## src/design/adc_ctrl_pkg.sv

```systemverilog
// Purpose: constants, types and bus carriers of the converter control block
// Assumes: 8-bit registers in the low byte of 32-bit aligned AXI4-Lite words
// Notes:   one clock; the converter clock is derived from clk by the divider
package adc_ctrl_pkg;

  localparam int unsigned ADDR_W = 8;

  // register byte addresses
  localparam logic [7:0] CONFIG_OFS = 8'h00;
  localparam logic [7:0] SC2_OFS    = 8'h04;
  localparam logic [7:0] SC1_OFS    = 8'h08;
  localparam logic [7:0] RESH_OFS   = 8'h0c;
  localparam logic [7:0] RESL_OFS   = 8'h10;
  localparam logic [7:0] CVH_OFS    = 8'h14;
  localparam logic [7:0] CVL_OFS    = 8'h18;

  // converter_config fields
  localparam int unsigned CFG_LOWPOWER_BIT = 7;
  localparam int unsigned CFG_DIV_LSB      = 5;
  localparam int unsigned CFG_LONG_BIT     = 4;
  localparam int unsigned CFG_MODE_LSB     = 2;
  localparam int unsigned CFG_CLK_LSB      = 0;
  // converter_status_control_two fields
  localparam int unsigned SC2_ACTIVE_BIT = 7;
  localparam int unsigned SC2_TRIG_BIT   = 6;
  localparam int unsigned SC2_CMPEN_BIT  = 5;
  localparam int unsigned SC2_CMPGT_BIT  = 4;
  // converter_status_control_one fields
  localparam int unsigned SC1_DONE_BIT  = 7;
  localparam int unsigned SC1_IRQEN_BIT = 6;
  localparam int unsigned SC1_CONT_BIT  = 5;
  localparam int unsigned SC1_CH_LSB    = 0;

  // field encodings
  localparam logic [1:0] MODE_10BIT = 2'h2;
  localparam logic [1:0] CLK_ASYNC  = 2'h3;
  localparam logic [4:0] CHAN_OFF   = 5'h1f;

  // reset values
  localparam logic [7:0] CONFIG_RST = 8'h00;
  localparam logic [2:0] SC2_RST    = 3'h0;
  localparam logic [6:0] SC1_RST    = 7'h1f;
  localparam logic [9:0] RESULT_RST = 10'h000;
  localparam logic [9:0] CV_RST     = 10'h000;

  // conversion lengths in converter clock cycles
  localparam logic [5:0] CNT_SHORT8  = 6'h14;
  localparam logic [5:0] CNT_SHORT10 = 6'h17;
  localparam logic [5:0] CNT_LONG8   = 6'h28;
  localparam logic [5:0] CNT_LONG10  = 6'h2b;

  localparam logic [1:0] RESP_OKAY   = 2'h0;
  localparam logic [1:0] RESP_DECERR = 2'h3;

  typedef enum logic [1:0] {
    S_IDLE = 2'b01,
    S_CONV = 2'b10
  } conv_state_t;

  typedef struct packed {
    logic [ADDR_W-1:0] awaddr;
    logic              awvalid;
    logic [31:0]       wdata;
    logic [3:0]        wstrb;
    logic              wvalid;
    logic              bready;
    logic [ADDR_W-1:0] araddr;
    logic              arvalid;
    logic              rready;
  } axil_req_t;

  typedef struct packed {
    logic        awready;
    logic        wready;
    logic        bvalid;
    logic [1:0]  bresp;
    logic        arready;
    logic        rvalid;
    logic [31:0] rdata;
    logic [1:0]  rresp;
  } axil_rsp_t;

endpackage : adc_ctrl_pkg

```

## src/design/adc_low_power_ctrl.sv

```systemverilog
// Purpose: converter control with stop-mode behaviour behind an AXI4-Lite slave
// Assumes: stop3/stop12 levels come from the power controller, synchronous to clk
// Notes:   the analog front end delivers analogSample; irq wakes the MCU
// Function
// - stop3 without async clock aborts to idle
// - results survive stop3 entry and exit
// - after such stop3, new trigger needed
// - async clock keeps conversions running in stop3
// - hardware trigger or continuous starts in stop3 with async clock
// - completion sets flag, enabled interrupt wakes
// - stop1/stop2 disable and reset all registers
// - config bit7 low power, bit4 long sample
// - config bits 6:5 divider, 00 divides one
// - config bits 3:2 resolution, 10 ten-bit
// - config bits 1:0 clock, 00 bus
// - control two bit7 shows conversion active
// - control two bit6 clear selects software trigger
// - bit5 compare enable, bit4 compare direction
// - bits 3:2 read zero, 1:0 written zero
// - control one bit7 read-only complete flag
// - control one bit6 enables complete interrupt
// - control one bit5 selects continuous conversions
// - control one bits 4:0 select channel
// - control one write aborts, restarts in software trigger mode unless off
`timescale 1ns/1ps
module adc_low_power_ctrl (
  // clock and reset
  input  wire logic                   clk,
  input  wire logic                   rst,
  // register bus
  input  wire adc_ctrl_pkg::axil_req_t axiReq,
  output adc_ctrl_pkg::axil_rsp_t      axiRsp,
  // power modes and trigger
  input  wire logic                   stop3,
  input  wire logic                   stop12,
  input  wire logic                   hwTrigger,
  // analog front end
  input  wire logic [9:0]             analogSample,
  output logic [4:0]                  channelSel,
  output logic                        lowPowerSel,
  // interrupt request
  output logic                        irq
);
  import adc_ctrl_pkg::*;

  function automatic logic isMapped(input logic [ADDR_W-1:0] a);
    isMapped = (a == CONFIG_OFS) || (a == SC2_OFS) || (a == SC1_OFS) || (a == RESH_OFS) ||
               (a == RESL_OFS) || (a == CVH_OFS) || (a == CVL_OFS);
  endfunction : isMapped

  // bus state
  logic              awready_r, wready_r, bvalid_r, arready_r, rvalid_r;
  logic              awHeld_r, wHeld_r;
  logic [1:0]        bresp_r, rresp_r;
  logic [31:0]       rdata_r;
  logic [ADDR_W-1:0] awaddr_r;
  logic [7:0]        wbyte_r;
  logic              wlane_r;
  // registers
  logic [7:0]        cfg_r;
  logic [2:0]        sc2_r;
  logic [6:0]        sc1_r;
  logic              completeFlag_r;
  logic [9:0]        result_r, cv_r;
  // converter
  conv_state_t       state_r;
  logic [5:0]        cnt_r;
  logic [2:0]        divCnt_r;
  logic              stop3Prev_r, irq_r;

  assign axiRsp = '{awready: awready_r, wready: wready_r, bvalid: bvalid_r, bresp: bresp_r,
                    arready: arready_r, rvalid: rvalid_r, rdata: rdata_r, rresp: rresp_r};
  assign irq         = irq_r;
  assign channelSel  = sc1_r[SC1_CH_LSB +: 5];
  assign lowPowerSel = cfg_r[CFG_LOWPOWER_BIT];

  // handshakes and write decode
  wire awHs   = axiReq.awvalid & awready_r;
  wire wHs    = axiReq.wvalid & wready_r;
  wire arHs   = axiReq.arvalid & arready_r;
  wire wrFire = awHeld_r & wHeld_r & ~bvalid_r;
  wire wrOk   = wrFire & isMapped(awaddr_r);
  wire wrByte = wrOk & wlane_r;
  wire wrCfg  = wrByte & (awaddr_r == CONFIG_OFS);
  wire wrSc2  = wrByte & (awaddr_r == SC2_OFS);
  wire wrSc1  = wrByte & (awaddr_r == SC1_OFS);
  wire wrCvh  = wrByte & (awaddr_r == CVH_OFS);
  wire wrCvl  = wrByte & (awaddr_r == CVL_OFS);
  wire wrAny  = wrCfg | wrSc2 | wrSc1 | wrCvh | wrCvl;
  wire rdResl = arHs & (axiReq.araddr == RESL_OFS);

  wire       longSample = cfg_r[CFG_LONG_BIT];
  wire [1:0] divSel     = cfg_r[CFG_DIV_LSB +: 2];
  wire       mode10     = cfg_r[CFG_MODE_LSB +: 2] == MODE_10BIT;
  wire       asyncSel   = cfg_r[CFG_CLK_LSB +: 2] == CLK_ASYNC;
  wire       hwTrigSel  = sc2_r[2];
  wire       cmpEn      = sc2_r[1];
  wire       cmpGt      = sc2_r[0];
  wire       irqEn      = sc1_r[SC1_IRQEN_BIT];
  wire       contSel    = sc1_r[SC1_CONT_BIT];
  wire       chanOn     = sc1_r[SC1_CH_LSB +: 5] != CHAN_OFF;
  wire       chanOnWr   = wbyte_r[SC1_CH_LSB +: 5] != CHAN_OFF;

  // converter clock divider: 1, 2, 4 or 8
  wire [2:0] divMax   = 3'((4'h1 << divSel) - 4'h1);
  wire       adckTick = divCnt_r == divMax;
  wire [5:0] convLen  = longSample ? (mode10 ? CNT_LONG10 : CNT_LONG8)
                                   : (mode10 ? CNT_SHORT10 : CNT_SHORT8);
  wire       converting = state_r == S_CONV;
  wire       idle       = state_r == S_IDLE;

  // stop3 entry with bus-derived clock aborts
  wire stop3Abort = stop3 & ~stop3Prev_r & ~asyncSel;
  // hardware triggers ignored while in stop3 on bus clock
  wire stop3Hold  = stop3 & ~asyncSel;
  wire abortConv  = wrAny | stop3Abort;
  wire done       = converting & adckTick & (cnt_r == 6'h01) & ~abortConv;

  // compare against the result at the selected resolution
  wire [9:0] sampleVal = mode10 ? analogSample : {2'h0, analogSample[9:2]};
  wire       geq       = sampleVal >= cv_r;
  wire       cmpPass   = ~cmpEn | (cmpGt ? geq : ~geq);
  wire       resultLoad = done & cmpPass;

  // control one write restarts in software trigger mode unless channel off
  wire startSw  = wrSc1 & ~sc2_r[2] & chanOnWr;
  wire startHw  = idle & hwTrigSel & hwTrigger & chanOn & ~stop3Hold & ~abortConv;
  // continuous mode restarts after each completion
  wire startCont = done & contSel;
  wire startAny = startSw | startHw | startCont;

  wire completeClr = wrSc1 | rdResl;
  wire completeNxt = resultLoad | (completeFlag_r & ~completeClr);
  wire irqEnNxt    = wrSc1 ? wbyte_r[SC1_IRQEN_BIT] : irqEn;

  // read mux
  wire [7:0] rdByte =
    (axiReq.araddr == CONFIG_OFS) ? cfg_r :
    // active flag; bits 3:0 read zero
    (axiReq.araddr == SC2_OFS)    ? {converting, sc2_r, 4'h0} :
    (axiReq.araddr == SC1_OFS)    ? {completeFlag_r, sc1_r} :
    (axiReq.araddr == RESH_OFS)   ? {6'h00, result_r[9:8]} :
    (axiReq.araddr == RESL_OFS)   ? result_r[7:0] :
    (axiReq.araddr == CVH_OFS)    ? {6'h00, cv_r[9:8]} :
    (axiReq.araddr == CVL_OFS)    ? cv_r[7:0] : 8'h00;
  wire rdOk = isMapped(axiReq.araddr);

  // write channels
  always_ff @(posedge clk or posedge rst) begin
    if (rst) begin
      awready_r <= 1'b1;
      wready_r  <= 1'b1;
      awHeld_r  <= 1'b0;
      wHeld_r   <= 1'b0;
      awaddr_r  <= '0;
      wbyte_r   <= 8'h00;
      wlane_r   <= 1'b0;
      bvalid_r  <= 1'b0;
      bresp_r   <= RESP_OKAY;
    end else begin
      if (awHs) begin
        awaddr_r  <= axiReq.awaddr;
        awHeld_r  <= 1'b1;
        awready_r <= 1'b0;
      end
      if (wHs) begin
        wbyte_r  <= axiReq.wdata[7:0];
        wlane_r  <= axiReq.wstrb[0];
        wHeld_r  <= 1'b1;
        wready_r <= 1'b0;
      end
      if (wrFire) begin
        bvalid_r <= 1'b1;
        bresp_r  <= wrOk ? RESP_OKAY : RESP_DECERR;
        awHeld_r <= 1'b0;
        wHeld_r  <= 1'b0;
      end
      if (bvalid_r & axiReq.bready) begin
        bvalid_r  <= 1'b0;
        awready_r <= 1'b1;
        wready_r  <= 1'b1;
      end
    end
  end

  // read channel
  always_ff @(posedge clk or posedge rst) begin
    if (rst) begin
      arready_r <= 1'b1;
      rvalid_r  <= 1'b0;
      rdata_r   <= 32'h0000_0000;
      rresp_r   <= RESP_OKAY;
    end else if (arHs) begin
      arready_r <= 1'b0;
      rvalid_r  <= 1'b1;
      rdata_r   <= {24'h00_0000, rdByte};
      rresp_r   <= rdOk ? RESP_OKAY : RESP_DECERR;
    end else if (rvalid_r & axiReq.rready) begin
      rvalid_r  <= 1'b0;
      arready_r <= 1'b1;
    end
  end

  always_ff @(posedge clk or posedge rst) begin
    if (rst) begin
      cfg_r <= CONFIG_RST;
      sc2_r <= SC2_RST;
      sc1_r <= SC1_RST;
      cv_r  <= CV_RST;
    end else if (stop12) begin
      cfg_r <= CONFIG_RST;
      sc2_r <= SC2_RST;
      sc1_r <= SC1_RST;
      cv_r  <= CV_RST;
    end else begin
      if (wrCfg) cfg_r <= wbyte_r;
      if (wrSc2) sc2_r <= wbyte_r[6:4];
      if (wrSc1) sc1_r <= wbyte_r[6:0];
      if (wrCvh) cv_r[9:8] <= wbyte_r[1:0];
      if (wrCvl) cv_r[7:0] <= wbyte_r;
    end
  end

  // result only changes on a completed conversion or a stop1/stop2 reset
  always_ff @(posedge clk or posedge rst) begin
    if (rst) begin
      result_r       <= RESULT_RST;
      completeFlag_r <= 1'b0;
      irq_r          <= 1'b0;
    end else if (stop12) begin
      result_r       <= RESULT_RST;
      completeFlag_r <= 1'b0;
      irq_r          <= 1'b0;
    end else begin
      if (resultLoad) result_r <= sampleVal;
      completeFlag_r <= completeNxt;
      irq_r          <= completeNxt & irqEnNxt;
    end
  end

  // conversion state machine, keeps running on async clock
  always_ff @(posedge clk or posedge rst) begin
    if (rst) begin
      state_r     <= S_IDLE;
      cnt_r       <= 6'h00;
      divCnt_r    <= 3'h0;
      stop3Prev_r <= 1'b0;
    end else begin
      stop3Prev_r <= stop3;
      divCnt_r    <= (adckTick | startAny) ? 3'h0 : 3'(divCnt_r + 3'h1);
      if (stop12) begin
        state_r <= S_IDLE;
        cnt_r   <= 6'h00;
      end else if (startAny) begin
        state_r <= S_CONV;
        cnt_r   <= convLen;
      end else if (abortConv | done) begin
        state_r <= S_IDLE;
        cnt_r   <= 6'h00;
      end else if (converting & adckTick) begin
        cnt_r <= 6'(cnt_r - 6'h01);
      end
    end
  end

  AST_STOP3_ABORT: assert property (@(posedge clk) disable iff (rst)
    (stop3 && !stop3Prev_r && !asyncSel && converting && !wrAny && !stop12) |=> idle)
    else $error("conversion survived stop3 entry on bus clock");

  AST_RESULT_HOLD: assert property (@(posedge clk) disable iff (rst)
    (!resultLoad && !stop12) |=> $stable(result_r))
    else $error("result changed without a completed conversion");

  // no start except by a control one write while held in stop3
  AST_STOP3_IDLE: assert property (@(posedge clk) disable iff (rst)
    (stop3Hold && idle && !wrSc1) |=> idle)
    else $error("conversion started while held in stop3");

  AST_ASYNC_RUN: assert property (@(posedge clk) disable iff (rst)
    (stop3 && asyncSel && converting && !wrAny && !stop12 && !done) |=> converting)
    else $error("async conversion stopped in stop3");

  AST_HW_START: assert property (@(posedge clk) disable iff (rst)
    (idle && hwTrigSel && hwTrigger && chanOn && !stop3Hold && !wrAny && !stop12)
    |=> converting && cnt_r == $past(convLen))
    else $error("hardware trigger ignored");

  AST_DONE_IRQ: assert property (@(posedge clk) disable iff (rst)
    (resultLoad && !stop12) |=> completeFlag_r && (irq_r == irqEn))
    else $error("completion did not set flag or interrupt");

  AST_STOP12_RESET: assert property (@(posedge clk) disable iff (rst)
    stop12 |=> (cfg_r == CONFIG_RST) && (sc1_r == SC1_RST) && !completeFlag_r
      && idle && !irq_r)
    else $error("registers not reset by stop1 or stop2");

  AST_ACTIVE_READ: assert property (@(posedge clk) disable iff (rst)
    (arHs && axiReq.araddr == SC2_OFS) |=> rdata_r[SC2_ACTIVE_BIT] == $past(converting)
      && rdata_r[3:0] == 4'h0)
    else $error("active flag or reserved bits read wrong");

  AST_SC1_RESTART: assert property (@(posedge clk) disable iff (rst)
    (wrSc1 && !sc2_r[2] && chanOnWr && !stop12) |=> converting ##1 converting)
    else $error("control one write did not start a conversion");

  // hardware trigger mode, write only aborts
  AST_TRIG_SELECT: assert property (@(posedge clk) disable iff (rst)
    (wrSc1 && hwTrigSel && !stop12) |=> idle)
    else $error("control one write started a conversion in hardware trigger mode");

  AST_CMP_SUPPRESS: assert property (@(posedge clk) disable iff (rst)
    (done && cmpEn && !cmpPass && !completeFlag_r && !stop12) |=> !completeFlag_r)
    else $error("failed compare set the complete flag");

  AST_CONT_RESTART: assert property (@(posedge clk) disable iff (rst)
    (done && contSel && !stop12) |=> converting && cnt_r == $past(convLen))
    else $error("continuous conversion did not restart");

endmodule : adc_low_power_ctrl

```

## config.mk

```make
export PLATFORM = sky130hd
export DESIGN_NAME = adc_low_power_ctrl
export DESIGN_NICKNAME = d
export VERILOG_FILES = /design/src/design/adc_ctrl_pkg.sv /design/src/design/adc_low_power_ctrl.sv
export SDC_FILE = /design/constraint.sdc
export NUM_CORES = 1
export LEC_CHECK = 0
export ABC_CLOCK_PERIOD_IN_PS = 3750
export BUFFER_PORTS_ARGS = -buffer_cell sky130_fd_sc_hd__buf_2
export CAP_MARGIN = 20
export CELL_PAD_IN_SITES_DETAIL_PLACEMENT = 1
export CELL_PAD_IN_SITES_GLOBAL_PLACEMENT = 1
export CORE_AREA = 2 2 114 116
export CTS_CLUSTER_DIAMETER = 100
export DETAILED_ROUTE_END_ITERATION = 8
export DIE_AREA = 0 0 116 118
export GPL_ROUTABILITY_DRIVEN = 1
export PLACE_DENSITY = 0.75
export SLEW_MARGIN = 20
export SYNTH_ARGS = -nofsm -noshare
export SYNTH_HDL_FRONTEND = slang
export SYNTH_SLANG_ARGS = --single-unit
```

## constraint.sdc

```tcl
create_clock -name clk -period 3.75 [get_ports clk]
set_clock_uncertainty 0.1 [all_clocks]
set_input_delay 0.375 -clock clk [delete_from_list [all_inputs] [get_ports clk]]
set_output_delay 0.375 -clock clk [all_outputs]
set_load 0.05 [all_outputs]
```

==> results.cfg, run 1 <==
[critical_path]
slowest_stage = dfrtp_1
slowest_delay_ns = 0.41
path_cells = nor2b_1 -> buf_4 -> mux2_2 -> ha_1 -> a21o_1 -> a2111oi_2 -> o21ai_1 -> a211oi_4 -> nand3_2 -> mux2i_1
worstPathMaxFanout = 12
start_kind = flip-flop
cp_data_arrival_time_ns = 3.58
worst_path_dominant_cell_family = compound AO/OA/AOI/OAI gates
required_ns = 3.90
crit_buf_inv = 1
crit_type = flip-flop to flip-flop
endpoint_kind = flip-flop

[grt]
antenna_found_initial = 0
grt_pass1_wl_um = 21000
grt_overflow_total = 0
grtUsageTotal_pct = 19.8
grt_max_degree = 47
grt_pass1_vias = 3989

[floorplan]
die_area_um2 = 13700
coreArea_um2 = 12400
start_util_pct = 40.0
die_y_um = 118
die_x_um = 116
rows = 41
io_pins = 120

[layout]
layout_commonest_cell = dfrtp_1
fin_nets = 625
final_cell_mix = dfrtp_1, buf_2, nand2_1
synthToLayoutAreaGrowth_pct = 11.8
layout-drive-gt1-share_pct = 28.1
antenna_cells = 0
fin_util_pct = 44.8
nFillCells = 1471

[synth]
syn_avg_cell_area_um2 = 10.2
synth-main-ff-cell = dfrtp_1
synth-edff-count = 0
ys_types = 63
ys_seq_area_share_pct = 43.5
synth_seq_cells = 86
ys.warnings.count = 0
synth_top_area_share_pct = 38.8
synth_cells = 487
syn_area_um2 = 4970
async_flop_share_pct = 100
synthTopCellsByArea = dfrtp_1, buf_4, mux2_2
synth_area_leader_cell = dfrtp_1

[min_path]
min_path_type = primary input to async pin

[clocking]
post-cts-setup-buffers = 0
numCtsBuffers = 9
postCtsHoldBufs = 0
cts_tree = yes
cts_buffer_depth = 2
htreeDepth = 3
clock_latency_ns = 0.34
path_clk_slew_ns = 0.06
postCtsResizedCells = 0
clock_sinks = 86
cts-root-buf = clkbuf_16

[sta]
finalHoldViolCount = 29
fin_setup_tns_ns = 0
post-route-period-util_pct = 91.4
max_freq_mhz = 292
tightestPinTransition_ns = 0.877
fin_crit_ns = 3.43
rsz0062_at_grt = false
drv_slew = 0
relSlewSlack_pct = 41.6
whs_ns = -0.0129
finalSetupViolCount = 0

[power_and_ir_drop]
switching_power_mw = 0.956
pwr-share-comb_pct = 23.8
p_leak_nw = 2.58
netSwitchingFraction_pct = 34.7
p_clk_share_pct = 30.2
power_frac_seq_pct = 46.0
power.density_nw_per_um2 = 496
intPower_mw = 1.80
max-vdd-ir-drop_mv = 0.445

[routing]
vias = 3788
drtIter0Drc = 230
routed_via_density = 5.28
routed_wl_um = 12800
ant_nets = 0
wire_per_inst_um = 17.9
drc = 0
first_pass_iters = 4

[job]
drv_cap = 0

[place]
numPortBuffers = 68
hpwlAfterDp_um = 9740
gp_congestion = 0.838

[status]
violations = negative hold slack
status = complete, but fails checks
cells by family after synthesis:
kind of cell             synth area share, %
other                                 0.0755
AND/OR/NAND/NOR                         15.5
multiplexers                            13.4
flip-flops                              43.5
adder cells (fa/ha/maj)                 3.27
buffers and inverters                   9.24
XOR/XNOR                               0.353
AO/OA/AOI/OAI                           14.6
Yosys cell counts, types with 10 or more instances:
library cell,n
a21oi_1,16
dfrtp_1,77
buf_4,36
inv_1,27
ha_1,13
o21ai_0,21
nor2_1,40
clkbuf_1,12
nand2_1,50
mux2i_1,24
mux2_2,24
a21oi_2,10
layout make-up:
cell class / count / area [um2] / share of cell area (%)
repair buffers: 72 / 370 / 6.66
clock buffers: 15 / 268 / 4.82
multi-input cells: 344 / 2430 / 43.8
inverters: 27 / 103 / 1.85
flip-flops and latches: 86 / 2160 / 38.9
clock inverters: 1 / 5.00 / 0.0900
well taps: 172 / 215 / 3.87
routing by layer:
layer / vias up / wire, um / share of wire [%] / GRT usage (%)
li1: 1767 / - / - / -
met1: 1921 / 5840 / 46 / 26.5
met2: 87 / 6350 / 49 / 32.6
met3: 13 / 464 / 3.6 / 3.14
met4: 0 / 179 / 1.4 / 6.10
met5: - / 0 / 0 / 0
flip-flops by register name (all words and copies together) (netlist names), 6 cells and up:
register  count
cv_r         10
result_r     10
awaddr_r      8
cfg_r         8
rdata_r       8
wbyte_r       8
sc1_r         7
cnt_r         6
power by group through the flow:
stage	clock network [mW]	logic, mW	registers, mW
floorplan	0	0.559	1.24
global placement	0	0.635	1.27
detailed placement	0	0.661	1.29
CTS	0.851	0.664	1.27
global route	0.878	0.722	1.30
finish	0.833	0.656	1.27
final timing paths:
kind,start,to,slack (ns),cells after the start
worst min-delay path,rst,wHeld_r$_DFFE_PP0P_,-0.01,2
worst min register to register,rdata_r[4]$_DFFE_PP0P_,rdata_r[4]$_DFFE_PP0P_,0.39,2
worst max-delay path,cfg_r[2]$_DFFE_PP0P_,result_r[8]$_DFFE_PP0P_,0.32,10
min in group clk,stop3,stop3Prev_r$_DFF_PP0_,0.07,1
max in group asynchronous,rst,arready_r$_DFFE_PP1P_,2.68,3
worst max register to register,cfg_r[2]$_DFFE_PP0P_,result_r[8]$_DFFE_PP0P_,0.32,10
through the flow:
step / power (mW) / instance area (um2) / hold slack [ns] / std cells / worst slack, ns
4_1_cts: 2.79 / 5560 / 0.00778 / 717 / 0.315
6_report: 2.76 / 5560 / -0.0129 / 717 / 0.321
5_1_grt: 2.90 / 5560 / 0.0295 / 717 / 0.141
2_1_floorplan: 1.80 / 5060 / 0.306 / 510 / 0.554
3_5_place_dp: 1.95 / 5290 / 0.366 / 701 / 0.339
3_3_place_gp: 1.91 / 5290 / 0.366 / 701 / 0.528
Power figures use the tool's default switching activity.
==> run 2, diff against run 1 <==
Settings changed: CORE_AREA 2 2 114 116 to 2 2 144 146, DIE_AREA 0 0 116 118 to 0 0 146 148, PLACE_DENSITY 0.75 to 0.5.
==> results.cfg, run 2 (synthesized netlist as in run 1, its figures left out) <==
[clocking]
cts_buffer_depth = 2
post-cts-setup-buffers = 0
postCtsResizedCells = 0
postCtsHoldBufs = 0
path_clk_slew_ns = 0.06
cts_tree = yes
clock_sinks = 86
cts-root-buf = clkbuf_16
clock_latency_ns = 0.34
numCtsBuffers = 9
htreeDepth = 3

[power_and_ir_drop]
power.density_nw_per_um2 = 484
switching_power_mw = 0.969
max-vdd-ir-drop_mv = 0.362
pwr-share-comb_pct = 23.7
netSwitchingFraction_pct = 35.2
p_leak_nw = 2.57
power_frac_seq_pct = 46.2
p_clk_share_pct = 30.1
intPower_mw = 1.78
power_mw = 2.75

[routing]
routed_via_density = 4.53
wire_per_inst_um = 16.8
first_pass_iters = 4
vias = 3699
routed_wl_um = 13700
ant_nets = 0
drtIter0Drc = 96
drc = 0

[grt]
grt_pass1_wl_um = 22100
grt_pass1_vias = 3941
grt_most_used_layer = met2
grt_overflow_total = 0
grtUsageTotal_pct = 13.2
use_met3_pct = 2.56
use_met1_pct = 18.2
gr-usage-met2_pct = 21.3
grt_max_degree = 46
antenna_found_initial = 0

[place]
post_dp_cell_area_um2 = 5420
post-place-ws_ns = 0.445
numPortBuffers = 68
gp_congestion = 0.744
hpwlAfterDp_um = 10700

[sta]
rsz0062_at_grt = false
finalSetupViolCount = 0
relSlewSlack_pct = 40.5
fin_setup_tns_ns = 0
fin_ws_ns = 0.444
tightestPinTransition_ns = 0.885
max_freq_mhz = 302
finalHoldViolCount = 0
post-route-period-util_pct = 88.2
fin_crit_ns = 3.31
drv_slew = 0

[min_path]
min_path_type = primary input to async pin

[floorplan]
die_area_um2 = 21600
rows = 52
io_pins = 120
coreArea_um2 = 20000
start_util_pct = 24.8
die_x_um = 146
die_y_um = 148

[critical_path]
reg2reg_to = result_r[1]$_DFFE_PP0P_
crit_path_start = cfg_r[2]$_DFFE_PP0P_
r2r-start = cfg_r[2]$_DFFE_PP0P_
required_ns = 3.92
reg2reg_slack_ns = 0.44
cp_data_arrival_time_ns = 3.47
worstPathMaxFanout = 12
endpoint_kind = flip-flop
crit_end = result_r[1]$_DFFE_PP0P_
start_kind = flip-flop
ff2ff_path_depth = 10
crit_type = flip-flop to flip-flop

[layout]
fin_util_pct = 28.4
final_cell_mix = dfrtp_1, buf_2, nand2_1
fin_area_um2 = 5680
layout-drive-gt1-share_pct = 28.2
fin_nets = 626
synthToLayoutAreaGrowth_pct = 14.3
nFillCells = 2371
layout_commonest_cell = dfrtp_1
seqCellArea_um2 = 2160
largestRegisters = cv_r: 10 flops, result_r: 10 flops
antenna_cells = 0
multiInputGateArea_um2 = 2430

[job]
drv_cap = 0

[status]
status = finished, final reports clean
run 2: cell count changes in the layout (fill, tap and decap cells not counted):
cell,change
clkbuf_8,-1
clkinvlp_4,+1
buf_4,+1
run 2: metrics by stage:
step / cells / hold WS (ns)
after global placement: 800 / 0.369
final: 816 / 0.0560
after floorplan: 510 / 0.306
after global routing: 816 / 0.0648
after detailed placement: 800 / 0.377
after CTS: 816 / 0.0590
run 2: worst min path at each step:
stage                            from                 endpoint  slack (ns)  cells after the start
2_1_floorplan                   stop3    stop3Prev_r$_DFF_PP0_        0.31                      0
3_3_place_gp   rdata_r[4]$_DFFE_PP0P_   rdata_r[4]$_DFFE_PP0P_        0.37                      2
3_5_place_dp   rdata_r[7]$_DFFE_PP0P_   rdata_r[7]$_DFFE_PP0P_        0.38                      2
4_1_cts                         stop3    stop3Prev_r$_DFF_PP0_        0.06                      1
5_1_grt                         stop3    stop3Prev_r$_DFF_PP0_        0.06                      1
6_report                          rst  awaddr_r[6]$_DFFE_PP0P_        0.06                      2
run 2: routing by layer:
layer / vias up / part of all wire [%]
met3: 9 / 3.6
li1: 1763 / -
met1: 1851 / 49
met4: 0 / 1.1
met2: 76 / 46
met5: - / 0
run 2: area by class of cell:
cell class / instances / share of cell area, %
timing repair buffer: 73 / 6.65
clock inverter: 2 / 0.220
inverter: 27 / 1.81
multi-input combinational: 344 / 42.8
tap: 270 / 5.95
sequential: 86 / 38.1
clock buffer: 14 / 4.47
run 2: power groups by stage:
stage	clock (mW)	combinational [mW]	sequential [mW]
finish	0.829	0.652	1.27
global route	0.905	0.721	1.30
CTS	0.865	0.665	1.28
detailed placement	0	0.664	1.29
global placement	0	0.644	1.28
floorplan	0	0.559	1.24
run 2: worst max-delay path, cell delays in order (launching register included):
cell       delay [ns]
dfrtp_1          0.39
nor2b_1          0.12
buf_4            0.21
mux2_2           0.38
ha_1             0.30
a21o_1           0.20
a2111oi_2        0.39
o21ai_1          0.17
a211oi_4         0.26
nand3_2          0.41
a21oi_2          0.29
==> run 3, diff against run 2 <==
Settings changed: ABC_CLOCK_PERIOD_IN_PS 3750 to 3100.
Clock period 3.75 ns to 3.1 ns, I/O delays scaled along.
==> results.cfg, run 3 (synthesized netlist as in run 1, its figures left out) <==
[sta]
fin_setup_tns_ns = 0
fin_crit_ns = 2.97
finalSetupViolCount = 0
max_freq_mhz = 337
finalHoldViolCount = 0
rsz0062_at_grt = false
post-route-period-util_pct = 95.8
whs_ns = 0.0412
fin_ws_ns = 0.131
drv_slew = 0
tightestPinTransition_ns = 0.640
relSlewSlack_pct = 57.1

[layout]
seqCellArea_um2 = 2160
fin_nets = 633
nFillCells = 2336
multiInputGateArea_um2 = 2460
antenna_cells = 0
fin_util_pct = 29.1
synthToLayoutAreaGrowth_pct = 17.2
layout-drive-gt1-share_pct = 29.5
layout_commonest_cell = dfrtp_1
largestRegisters = cv_r: 10 flops, result_r: 10 flops
final_cell_mix = dfrtp_1, buf_2, nand2_1

[clocking]
clock_latency_ns = 0.34
cts_buffer_depth = 2
path_clk_slew_ns = 0.06
cts_tree = yes
numCtsBuffers = 9
post-cts-setup-buffers = 0
cts-root-buf = clkbuf_16
clock_sinks = 86
htreeDepth = 3

[place]
hpwlAfterDp_um = 10500
post-place-ws_ns = 0.00911
gp_congestion = 0.762
numPortBuffers = 68

[power_and_ir_drop]
power_mw = 3.39
switching_power_mw = 1.18
power.density_nw_per_um2 = 581
p_leak_nw = 2.63
netSwitchingFraction_pct = 34.9
pwr-share-comb_pct = 23.4
power_frac_seq_pct = 45.5
max-vdd-ir-drop_mv = 0.439
p_clk_share_pct = 31.1
intPower_mw = 2.21

[floorplan]
die_y_um = 148
die_area_um2 = 21600
rows = 52
die_x_um = 146
io_pins = 120
coreArea_um2 = 20000
start_util_pct = 24.8

[grt]
antenna_found_initial = 0
grt_overflow_total = 0
grt_max_degree = 56
grt_pass1_wl_um = 22000
grt_pass1_vias = 3882
grtUsageTotal_pct = 13.1

[critical_path]
crit_type = flip-flop to flip-flop
start_kind = flip-flop
worstPathMaxFanout = 12
endpoint_kind = flip-flop
required_ns = 3.23
cp_data_arrival_time_ns = 3.09

[routing]
ant_nets = 0
wire_per_inst_um = 16.5
first_pass_iters = 4
drc = 0
vias = 3729
routed_wl_um = 13600
drtIter0Drc = 138
routed_via_density = 4.53

[min_path]
min_path_type = primary input to flip-flop

[status]
status = finished, final reports clean

[job]
drv_cap = 0
-- run 3: layout make-up --
cell class                      count  area share (%)
Multi-Input combinational cell    344            42.2
Clock inverter                      2           0.258
Sequential cell                    86            37.1
Inverter                           27            1.76
Clock buffer                       14            4.70
Timing Repair Buffer               80            8.18
Tap cell                          270            5.80
-- run 3: metrics by stage --
step / cells / area (um2)
2_1_floorplan: 510 / 5060
3_3_place_gp: 805 / 5490
3_5_place_dp: 805 / 5490
4_1_cts: 823 / 5800
5_1_grt: 823 / 5830
6_report: 823 / 5830
-- run 3: path summary, 6_finish.rpt --
kind / end / slack, ns / depth (start not counted) / start
worst max-delay path: result_r[9]$_DFFE_PP0P_ / 0.13 / 11 / cfg_r[3]$_DFFE_PP0P_
worst min-delay path: awready_r$_DFFE_PP1P_ / 0.04 / 2 / axiReq[48]
worst max register to register: result_r[9]$_DFFE_PP0P_ / 0.13 / 11 / cfg_r[3]$_DFFE_PP0P_
worst min register to register: rdata_r[1]$_DFFE_PP0P_ / 0.38 / 2 / rdata_r[1]$_DFFE_PP0P_
max in group asynchronous: arready_r$_DFFE_PP1P_ / 1.68 / 4 / rst
min in group asynchronous: awaddr_r[6]$_DFFE_PP0P_ / 0.47 / 3 / rst
-- run 3: layer usage --
metal	vias up	track usage, %	wire length [um]
met5	-	0	0
met4	0	4.47	202
met3	14	1.64	425
met2	79	20.9	6170
met1	1854	18.4	6780
li1	1782	-	-
-- run 3: timing repair --
action | in CTS | in global routing
endpoints found under the setup margin | 3 | 12
resized for setup | 1 | 4
hold endpoints to repair | 29 | 0
pin swaps | 0 | 2
hold buffers | 2 | 0
-- run 3: worst max-delay path, cell delays in order, from the launching register on --
cell and delay [ns]:
dfrtp_1 0.39, nor2b_4 0.18, buf_12 0.14, mux2_2 0.35
ha_1 0.30, a21o_1 0.21, a2111oi_4 0.34, o21ai_2 0.12
a211oi_4 0.29, nand3_2 0.12, buf_12 0.19, mux2i_1 0.12
-- run 3: power groups by stage --
stage / clock (mW) / combinational [mW] / sequential, mW
after global routing: 1.15 / 0.876 / 1.58
after CTS: 1.09 / 0.807 / 1.55
after floorplan: 0 / 0.676 / 1.51
after global placement: 0 / 0.782 / 1.55
after detailed placement: 0 / 0.804 / 1.57
final: 1.05 / 0.793 / 1.54
